==> src/uss_pkg.sv <==
`default_nettype none
// Shared constants for the packed unsigned subtract unit.
package uss_pkg;
	localparam int USS_DATA_W = 32;
	localparam int USS_REG_W = 4;
	localparam int USS_FLAG_W = 4;
	localparam int USS_BYTE_W = 8;
	localparam int USS_HALF_W = 16;
	localparam int USS_NLANE = 4;
	localparam logic [31:0] USS_RESULT_RST = 32'h0000_0000;
	localparam logic [3:0] USS_FLAG_RST = 4'h0;
	localparam logic [3:0] USS_REG_RST = 4'h0;
	// Operation select codes driven by the decoder.
	localparam logic [2:0] USS_OP_HHSUB = 3'h0;
	localparam logic [2:0] USS_OP_HBSUB = 3'h1;
	localparam logic [2:0] USS_OP_SAD = 3'h2;
	localparam logic [2:0] USS_OP_SADA = 3'h3;
	localparam logic [2:0] USS_OP_HSUB = 3'h4;
	localparam logic [2:0] USS_OP_BSUB = 3'h5;
	// Register numbers the decoder must never hand to this unit.
	localparam logic [3:0] USS_REG_SP = 4'hD;
	localparam logic [3:0] USS_REG_PC = 4'hF;
	// Result latency in clock edges from issue to write strobe.
	localparam int USS_LATENCY = 1;
endpackage
`default_nettype wire

==> src/uss_top.sv <==
`default_nettype none
// Contract
// - Halving halfword subtract: two 16-bit differences, each shifted right one.
// - Halving byte subtract: four 8-bit differences, each shifted right one.
// - Halving forms and both abs-diff sums leave all flags unchanged.
// - Omitted destination writes the first operand register, except accumulate sum.
// - Register write and flag update happen only when the condition passes.
// - Abs-diff sum adds absolute values of four byte differences.
// - Accumulate form adds the accumulate register value to that sum.
// - Halfword subtract keeps low 16 bits of each lane difference.
// - Halfword subtract sets flag pairs 11 when lane non-negative, else 00.
// - Byte subtract keeps low eight bits of each of four lanes.
// - Byte subtract sets flag bit n when lane n is non-negative.
module uss_top
	import uss_pkg::*;
(
	// Clock and reset.
	input wire logic sys_clk,
	input wire logic rst_n,
	// Issue from the decoder.
	input wire logic issue,
	input wire logic [2:0] op_sel,
	input wire logic cond_pass,
	input wire logic dest_given,
	input wire logic [3:0] dest_reg,
	input wire logic [3:0] first_operand_reg,
	input wire logic [3:0] second_operand_reg,
	input wire logic [3:0] accumulate_reg,
	input wire logic [31:0] op_a,
	input wire logic [31:0] op_b,
	input wire logic [31:0] op_acc,
	// Register file write-back.
	output logic wr_en_r,
	output logic [3:0] wr_reg_r,
	output logic [31:0] wr_data_r,
	// Lane compare flag update.
	output logic flag_wr_r,
	output logic [3:0] lane_compare_flags_r
);
	logic [8:0] bdiff [USS_NLANE];
	logic [7:0] babs [USS_NLANE];
	logic [31:0] hbsub_res;
	logic [31:0] bsub_res;
	logic [3:0] bflag;

	// Byte lanes share one subtractor each; all byte forms reuse them.
	genvar gi;
	generate
		for (gi = 0; gi < USS_NLANE; gi++) begin : g_lane
			uss_lane_sub u_lane (
				.a(op_a[gi*8 +: 8]),
				.b(op_b[gi*8 +: 8]),
				.diff(bdiff[gi]),
				.absd(babs[gi])
			);
			assign hbsub_res[gi*8 +: 8] = bdiff[gi][8:1];
			assign bsub_res[gi*8 +: 8] = bdiff[gi][7:0];
			assign bflag[gi] = ~bdiff[gi][8];
		end
	endgenerate

	// Halfword lanes with the borrow kept as bit 16.
	wire [16:0] hdiff_lo = {1'b0, op_a[15:0]} - {1'b0, op_b[15:0]};
	wire [16:0] hdiff_hi = {1'b0, op_a[31:16]} - {1'b0, op_b[31:16]};
	wire [31:0] hhsub_res = {hdiff_hi[16:1], hdiff_lo[16:1]};
	wire [31:0] hsub_res = {hdiff_hi[15:0], hdiff_lo[15:0]};
	wire [3:0] hflag = {{2{~hdiff_hi[16]}}, {2{~hdiff_lo[16]}}};

	// abs sum. Ten bits suffice; zero-extend to the word.
	wire [9:0] sad_sum = 10'({2'b00, babs[0]} + {2'b00, babs[1]}
		+ {2'b00, babs[2]} + {2'b00, babs[3]});
	wire [31:0] sad_res = {22'h0, sad_sum};
	wire [31:0] sada_res = op_acc + sad_res;

	// Result selection; unknown codes produce no write.
	wire op_known = (op_sel <= USS_OP_BSUB);
	wire [31:0] res_sel = (op_sel == USS_OP_HHSUB) ? hhsub_res :
		(op_sel == USS_OP_HBSUB) ? hbsub_res :
		(op_sel == USS_OP_SAD) ? sad_res :
		(op_sel == USS_OP_SADA) ? sada_res :
		(op_sel == USS_OP_HSUB) ? hsub_res : bsub_res;
	wire sets_flags = (op_sel == USS_OP_HSUB) || (op_sel == USS_OP_BSUB);
	wire [3:0] flag_sel = (op_sel == USS_OP_HSUB) ? hflag : bflag;
	wire [3:0] dest_sel = (dest_given || op_sel == USS_OP_SADA) ? dest_reg : first_operand_reg;
	wire commit = issue && cond_pass && op_known;

	// Write-back stage; one registered cycle keeps the adder path off the port.
	always_ff @(posedge sys_clk or negedge rst_n) begin
		if (!rst_n) begin
			wr_en_r <= 1'b0;
			wr_reg_r <= USS_REG_RST;
			wr_data_r <= USS_RESULT_RST;
			flag_wr_r <= 1'b0;
		end else begin
			wr_en_r <= commit;
			wr_reg_r <= commit ? dest_sel : wr_reg_r;
			wr_data_r <= commit ? res_sel : wr_data_r;
			flag_wr_r <= commit && sets_flags;
		end
	end

	// Flags hold their value unless a passing plain subtract updates them.
	always_ff @(posedge sys_clk or negedge rst_n) begin
		if (!rst_n) begin
			lane_compare_flags_r <= USS_FLAG_RST;
		end else if (commit && sets_flags) begin
			lane_compare_flags_r <= flag_sel;
		end
	end

	// Reference sum built without the lane subtractors, so a wiring slip there shows up.
	// reference sum.
	function automatic logic [31:0] abs_byte_sum(input logic [31:0] a, input logic [31:0] b);
		logic [31:0] acc;
		logic [7:0] x;
		logic [7:0] y;
		acc = 32'h0;
		for (int i = 0; i < USS_NLANE; i++) begin
			x = a[i*8 +: 8];
			y = b[i*8 +: 8];
			acc = acc + 32'((x >= y) ? (x - y) : (y - x));
		end
		return acc;
	endfunction

	// Checks.
	property p_cond_gate;
		@(posedge sys_clk) disable iff (!rst_n)
		(issue && !cond_pass) |=> (!wr_en_r && !flag_wr_r);
	endproperty
	a_cond_gate: assert property (p_cond_gate) else $error("write despite failed condition");

	property p_flags_hold;
		@(posedge sys_clk) disable iff (!rst_n)
		!(issue && cond_pass && sets_flags) |=> $stable(lane_compare_flags_r);
	endproperty
	a_flags_hold: assert property (p_flags_hold) else $error("flags changed unexpectedly");

	property p_hhsub;
		@(posedge sys_clk) disable iff (!rst_n)
		(commit && op_sel == USS_OP_HHSUB) |=>
		wr_data_r[15:0] == 16'(({1'b0, $past(op_a[15:0])}
			- {1'b0, $past(op_b[15:0])}) >> 1)
		&& wr_data_r[31:16] == 16'(({1'b0, $past(op_a[31:16])}
			- {1'b0, $past(op_b[31:16])}) >> 1);
	endproperty
	a_hhsub: assert property (p_hhsub) else $error("halving halfword result wrong");

	property p_hbsub_lane0;
		@(posedge sys_clk) disable iff (!rst_n)
		(commit && op_sel == USS_OP_HBSUB) |=>
		wr_data_r[7:0] == 8'(({1'b0, $past(op_a[7:0])} - {1'b0, $past(op_b[7:0])}) >> 1);
	endproperty
	a_hbsub_lane0: assert property (p_hbsub_lane0) else $error("halving byte lane 0 wrong");

	property p_default_dest;
		@(posedge sys_clk) disable iff (!rst_n)
		(commit && !dest_given && op_sel != USS_OP_SADA) |=>
		wr_reg_r == $past(first_operand_reg);
	endproperty
	a_default_dest: assert property (p_default_dest) else $error("default destination wrong");

	property p_sad;
		@(posedge sys_clk) disable iff (!rst_n)
		(commit && op_sel == USS_OP_SAD) |=> wr_data_r == abs_byte_sum($past(op_a), $past(op_b));
	endproperty
	a_sad: assert property (p_sad) else $error("abs sum wrong");

	property p_sada;
		@(posedge sys_clk) disable iff (!rst_n)
		(commit && op_sel == USS_OP_SADA) |=>
		wr_data_r == 32'($past(op_acc) + abs_byte_sum($past(op_a), $past(op_b)));
	endproperty
	a_sada: assert property (p_sada) else $error("accumulate sum wrong");

	property p_hsub;
		@(posedge sys_clk) disable iff (!rst_n)
		(commit && op_sel == USS_OP_HSUB) |=>
		wr_data_r[15:0] == 16'($past(op_a[15:0]) - $past(op_b[15:0]));
	endproperty
	a_hsub: assert property (p_hsub) else $error("halfword subtract wrong");

	property p_hflag;
		@(posedge sys_clk) disable iff (!rst_n)
		(commit && op_sel == USS_OP_HSUB) |=>
		lane_compare_flags_r[1:0] == (($past(op_a[15:0]) >= $past(op_b[15:0])) ? 2'h3 : 2'h0);
	endproperty
	a_hflag: assert property (p_hflag) else $error("halfword flags wrong");

	property p_bsub;
		@(posedge sys_clk) disable iff (!rst_n)
		(commit && op_sel == USS_OP_BSUB) |=>
		wr_data_r[31:24] == 8'($past(op_a[31:24]) - $past(op_b[31:24]));
	endproperty
	a_bsub: assert property (p_bsub) else $error("byte subtract wrong");

	property p_bflag;
		@(posedge sys_clk) disable iff (!rst_n)
		(commit && op_sel == USS_OP_BSUB) |=>
		lane_compare_flags_r[3] == ($past(op_a[31:24]) >= $past(op_b[31:24]));
	endproperty
	a_bflag: assert property (p_bflag) else $error("byte flag wrong");

	property p_no_sp_pc;
		@(posedge sys_clk) disable iff (!rst_n)
		wr_en_r |-> (wr_reg_r != USS_REG_SP && wr_reg_r != USS_REG_PC);
	endproperty
	a_no_sp_pc: assert property (p_no_sp_pc) else $error("stack pointer or pc written");

	// Unused op codes are dropped silently: no strobe and the result word holds.
	property p_refused;
		@(posedge sys_clk) disable iff (!rst_n)
		(issue && op_sel > USS_OP_BSUB) |=> (!wr_en_r && !flag_wr_r && $stable(wr_data_r));
	endproperty
	a_refused: assert property (p_refused) else $error("unused op code wrote");
endmodule
`default_nettype wire

==> src/uss_lane_sub.sv <==
`default_nettype none
// One byte lane: nine-bit difference keeping the borrow, and its magnitude.
module uss_lane_sub
	import uss_pkg::*;
(
	// Lane operands.
	input wire logic [7:0] a,
	input wire logic [7:0] b,
	// Lane results.
	output logic [8:0] diff,
	output logic [7:0] absd
);
	// Bit 8 set means a borrow, so the lane went negative.
	assign diff = {1'b0, a} - {1'b0, b};
	assign absd = diff[8] ? (b - a) : diff[7:0];
endmodule
`default_nettype wire

==> config.mk <==
export PLATFORM = sky130hd
export DESIGN_NAME = uss_top
export DESIGN_NICKNAME = d
export VERILOG_FILES = /design/src/uss_pkg.sv /design/src/uss_top.sv /design/src/uss_lane_sub.sv
export SDC_FILE = /design/constraint.sdc
export NUM_CORES = 1
export LEC_CHECK = 0
export BUFFER_PORTS_ARGS = -buffer_cell sky130_fd_sc_hd__buf_4
export CORE_MARGIN = 4
export CORE_UTILIZATION = 35
export CTS_CLUSTER_DIAMETER = 100
export DETAILED_ROUTE_END_ITERATION = 8
export PLACE_DENSITY = 0.65
export SKIP_LAST_GASP = 1
export SYNTH_ARGS = -nofsm -noshare
export SYNTH_HDL_FRONTEND = slang
export SYNTH_SLANG_ARGS = --single-unit
==> constraint.sdc <==
create_clock -name sys_clk -period 1.8 [get_ports sys_clk]
set_input_delay 0.36 -clock sys_clk [delete_from_list [all_inputs] [get_ports sys_clk]]
set_output_delay 0.36 -clock sys_clk [all_outputs]
set_load 0.01 [all_outputs]
# [Word level (Yosys, flattened, before mapping)]
# Cells that the tools add are included.
[classes] n_addsub=14 order_cmp=1 n_eq_ne=5 n_mux=11 bitwise=6 n_reduce_logical=6
[op_table] op="$mux 32" n=5
[op_table] op="$sub 8x8->9" n=4
[op_table] op="$sub 16x16->17" n=2
[op_table] op="$add 32x10->32" n=1
[op_table] op="$mux 8" n=4
[op_table] op="$sub 8x8->8" n=4
[op_table] op="$add 10x8->10" n=1
[op_table] op="$add 9x8->10" n=1
[op_table] op="$add 8x8->9" n=1
[op_table] op="$mux 4" n=2
[op_table] op="$eq 3x2->1 const B" n=2
[op_table] op="$eq 3x3->1 const B" n=2
[op_table] op="$not 1->1" n=6
[op_table] op="$eq 3x1->1 const B" n=1
[op_table] op="$le 3x3->1 const B" n=1
[op_table] op="$logic_and 1x1->1" n=3
[op_table] op="$logic_not 3->1" n=1
[op_table] op="$logic_or 1x1->1" n=2
[totals] register_bits=42 input_bits=120 out_inout_bits=42

# [Longest topological paths before layout]
[logic_depth] ltp_word=10 ltp_mapped=30 mapped_depth_nobuf=28

# [Cells and area by module]
# A second synthesis with hierarchy kept.
[unflattened] cells_unflattened=1278 area_unflattened_um2=9461.6
[modules_own_cells] mod="uss_top" n_inst=1 cells_per_inst=830 area_each_um2=6168.4
[modules_own_cells] mod="uss_lane_sub" n_inst=4 cells_per_inst=112 area_each_um2=823.3

# [Least setup slack after synthesis]
# OpenSTA, ideal clock, no wires.
[synth_timing] kind="in2reg" startpoint="input op_a[8]" endpoint="register wr_data_r[12]" setup_ps=110 t_arrival_ps=6468 required_time_ps=1690 slack_ps=-4778 stages=27 path_buffers=2 cell_sequence="inv_1 -> ha_1 -> inv_1 -> fa_1 -> a21o_1 -> a21oi_1 -> o21a_1 -> clkbuf_1 -> mux2_2 -> fa_1 -> fa_1 -> ha_1 -> fa_1 -> a21o_1 -> a211oi_1 -> nor2_1 -> nor2_1 -> xnor2_1 -> ha_1 -> and3_1 -> a221o_1 -> o21ai_1 -> buf_2 -> nor3_1 -> a211oi_1 -> a32oi_1 -> o41ai_1"
[synth_via] elab_chain_cells=10
[synth_lines] element="start: declaration" line="uss_top.sv:29" source="input wire logic [31:0] op_a,"
[synth_lines] element="$sub 8x8->9 / $sub 8x8->8 (equally long branches)" line="uss_lane_sub.sv:14, uss_lane_sub.sv:15"
[synth_lines] element="$mux 8" line="uss_lane_sub.sv:15" source="assign absd = diff[8] ? (b - a) : diff[7:0];"
[synth_lines] element="$add 8x8->9" line="uss_top.sv:70" source="wire [9:0] sad_sum = 10'({2'b00, babs[0]} + {2'b00, babs[1]}"
[synth_lines] element="$add 9x8->10" line="uss_top.sv:71" source="+ {2'b00, babs[2]} + {2'b00, babs[3]});"
[synth_lines] element="$add 10x8->10" line="uss_top.sv:71"
[synth_lines] element="$add 32x10->32" line="uss_top.sv:73" source="wire [31:0] sada_res = op_acc + sad_res;"
[synth_lines] element="$mux 32" line="uss_top.sv:80" source="(op_sel == USS_OP_SADA) ? sada_res :"
[synth_lines] element="$mux 32" line="uss_top.sv:79" source="(op_sel == USS_OP_SAD) ? sad_res :"
[synth_lines] element="$mux 32" line="uss_top.sv:78" source="(op_sel == USS_OP_HBSUB) ? hbsub_res :"
[synth_lines] element="$mux 32 *" line="uss_top.sv:77" source="wire [31:0] res_sel = (op_sel == USS_OP_HHSUB) ? hhsub_res :"
[synth_lines] element="end signal: assignment" line="uss_top.sv:97" source="wr_data_r <= commit ? res_sel : wr_data_r;"
[synth_lines] element="end: declaration" line="uss_top.sv:35" source="output logic [31:0] wr_data_r,"
# Every way passes the cells marked *; elsewhere a longest branch is shown, timed or not.
# A chain may end at the register's enable or synchronous reset.

# [Worst setup path after layout]
[layout_timing] startpoint="input op_a[0]" endpoint="register wr_data_r[22]"
[layout_via] elab_chain_cells=10
[layout_lines] element="$sub 8x8->9 / $sub 8x8->8 (equally long branches)" line="uss_lane_sub.sv:14, uss_lane_sub.sv:15"
[layout_lines] element="$mux 8 *" line="uss_lane_sub.sv:15"
[layout_lines] element="$add 8x8->9 *" line="uss_top.sv:70"
[layout_lines] element="$add 9x8->10 *" line="uss_top.sv:71"
[layout_lines] element="$add 10x8->10 *" line="uss_top.sv:71"
[layout_lines] element="$add 32x10->32 *" line="uss_top.sv:73"
[layout_lines] element="$mux 32 *" line="uss_top.sv:80"
[layout_lines] element="$mux 32 *" line="uss_top.sv:79"
[layout_lines] element="$mux 32 *" line="uss_top.sv:78"
[layout_lines] element="$mux 32 *" line="uss_top.sv:77"
# Marked as above.

==> impl_results.md <==
* Reg2Reg Setup Slack at between 0.9 and 1 ns
* Data arrival, critical path at ~6.7 ns
* RSZ-0062 raised after global routing: yes
* R2r endpoint: wr_data_r[31]
* Reg-to-reg startpoint: wr_data_r[31]
* Violated checks: setup timing
* IO buf count at approximately 150
* Post-synth EDFFs at 0
* CTS clk-pin slew, worst paths at 0.07 ns
* Dominant cell type by area after synthesis: dfrtp_1
* Ports at 162
* Synth async-reset ratio at 1.00
* DP HPWL at about 27 mm
* Final cycle utilization of the critical path at 3.64
* Rel. slew slack at 0.458
* DR WL/cell at roughly 18 um
* Global-route wire length before repair at roughly 50 mm
* Mapped Cells at roughly 1.1k
* Clock skew at 0 ns
* Largest stage delay on the critical path at between 0.5 and 0.6 ns
* Worst endpoint required time at slightly below 2 ns
* Synth Warn # at 0
* Final #Nets at between 1.5k and 2k
* Area share of the largest cell type after synthesis at 0.128
* Final Hold Fails at 0
* Min Clock Period, post-route at roughly 6.5 ns
* Clock Sink Count at 42
* CP endpoint kind: flop
* Number of buffers created by CTS at 5
* Fmax achieved at approximately 150 MHz
* Initial antenna violation count at 0
* Mapped Nets at ~1.3k
* Gpl congestion at 0.929
* Final Core Density at 0.563
* Ys flop type: dfrtp_1
* Vias in the first global route at 9431
* Area Overhead vs Synth at 57.2%
* Crit-path max FO at 5
* Seq cells post-synth at 42
* Die ar. at roughly 0.026 mm2
* Top post-synthesis cells by count: inv_1, nand2_1, a21oi_1
* Worst Setup Slack post-DPL at -5.00 ns
* Die Y at approximately 160 um
* Core Area at approximately 0.023 mm2
* Initial Utilization at 0.358
* Cell total after placement at 1830
* Placed cell area at 0.0121 mm2
* Total power at about 26 mW
* Fraction of layout cells with a size suffix above 1 at 0.390
* Max-slew violations at 0
* Max IR drop VDD at about 0.0019 V
* WS Path Type: input port to flop
* # rows at 55
* Setup ws final at -4.75 ns
* Most common cell in the netlist: inv_1
* Area contributors post-synth: dfrtp_1, ha_1, fa_1
* CTS Root Cell: clkbuf_16
* CTS max path bufs at 2
* Setup TNS at -138.43 ns
* Largest net degree at the start of global routing at 43
* Total congestion overflow at 0
* Fin area at 0.0129 mm2
* Run status: complete, but fails checks
* Wirelength, routed at around 33 mm
* Vias at just under 10k
* Min-Delay Path Class: input port to async pin
* Initial DRC Count at ~660
* Synth unique cells at 74
* DIE WIDTH at roughly 160 um
* GR Util All Layers at 0.240
* CTS H-tree lvls at 2
* Setup violators final at 36
* Worst Reg-to-Reg Cells at 3
* Post-Syn Area per Cell at about 7.4 um2
* Worst Tran Pin Value at slightly below 0.8 ns
* Finished Layout Cells at between 1.5k and 2k
* Max Cap Violations at 0
* Leakage at between 6 and 7 nW
* Cell area after synthesis at between 0.008 and 0.009 mm2
* ANT cells at 0
* Pwr dens at about 2000 mW/mm2
* 1st-pass router iterations at 7
* Register area share after synthesis at 0.128
* Worst skew pair latency at 0.30 ns
* Via density at approximately 5.2
* CTS tree: yes
* Worst Setup Start Kind: input port
* Antenna viol nets, final at 0
* Hold WS at ~0.068 ns
* Drc violations at 0
* CP max stage cell: fa_1
cell usage in the layout, fill, tap and decap left out, types with 8 or more instances in the layout:
cell,netlist,layout
buf_4,0,475
inv_1,117,108
nand2_1,97,97
a21oi_1,91,79
nor2_1,75,74
ha_1,81,69
o21ai_0,57,47
xnor2_1,47,45
dfrtp_1,42,42
a21o_1,29,29
mux2i_1,30,29
xor2_1,30,27
nor3_1,24,23
o21ai_1,16,23
fa_1,25,21
o211ai_1,19,19
o21a_1,17,17
nand3_1,18,16
a31oi_1,15,14
buf_6,1,14
nor2b_1,12,12
ha_4,0,11
or3_1,10,10
a221oi_1,10,10
a21oi_2,0,9
and2_1,9,9
nand2b_1,9,9
o21bai_1,11,9
a211oi_1,21,9
and3_1,9,8
mux2_2,10,8
a211oi_2,0,8
where the power goes:
group / total (mW) / internal (mW) / switching (mW) / leakage, nW
logic: 23.5 / 12.1 / 11.3 / 5.68
clock network: 0.958 / 0.552 / 0.406 / 0.0739
registers: 1.38 / 1.19 / 0.183 / 0.506
total: 25.8 / 13.9 / 11.9 / 6.26
cells by family (layout without fill, tap and decap cells):
kind of cell,after synthesis,in the layout,synth area share
buf+inv,181,621,0.0851
compound gates,362,362,0.300
mux,40,40,0.0505
flops,42,42,0.128
fa+ha+maj,106,106,0.185
xor+xnor,77,77,0.0825
simple gates,293,293,0.168
registers in the layout (all words and copies together), names as in the netlist:
signal	count
wr_en_r	1
wr_data_r	32
flag_wr_r	1
lane_compare_flags_r	4
wr_reg_r	4
metal layers:
layer,vias up,global-route usage,part of all wire
met5,-,0,0
met4,0,0.0438,0.015
met3,28,0.0231,0.069
met2,394,0.397,0.45
met1,4511,0.343,0.46
li1,4776,-,-
worst max-delay path, delay by kind of cell:
kind | cells | cell delay [ns]
AND/OR/NAND/NOR | 4 | 0.44
buffers and inverters | 6 | 0.62
XOR/XNOR | 2 | 0.36
multiplexers | 1 | 0.30
AO/OA/AOI/OAI | 10 | 2.31
adder cells (fa/ha/maj) | 7 | 2.32
repair_timing:
| action | in CTS | in global routing |
|---|---|---|
| buffers inserted | 7 | 10 |
| gates resized for setup | 47 | 48 |
| pin swaps | 25 | 55 |
| endpoints found under the setup margin | 36 | 36 |
| hold buffers | 0 | 0 |
final cells by class:
type | instances | area, um2
clock buffer | 7 | 143
fill | 2142 | 9990
tap | 313 | 392
multi-input combinational | 878 | 6970
inverter | 119 | 479
timing repair buffer | 494 | 3820
clock inverter | 1 | 5.00
sequential | 42 | 1050
how the worst max path moves through the flow:
stage | from | endpoint | slack (ns) | cells after the start
after floorplan | op_a[0] | wr_data_r[18] | -4.35 | 28
after global placement | op_a[0] | wr_data_r[28] | -4.85 | 28
after detailed placement | op_a[0] | wr_data_r[27] | -5.00 | 30
after CTS | op_a[0] | wr_data_r[22] | -4.55 | 29
after global routing | op_a[0] | wr_data_r[28] | -5.00 | 29
final | op_a[0] | wr_data_r[22] | -4.75 | 30
(Power assumes the default switching activity.)
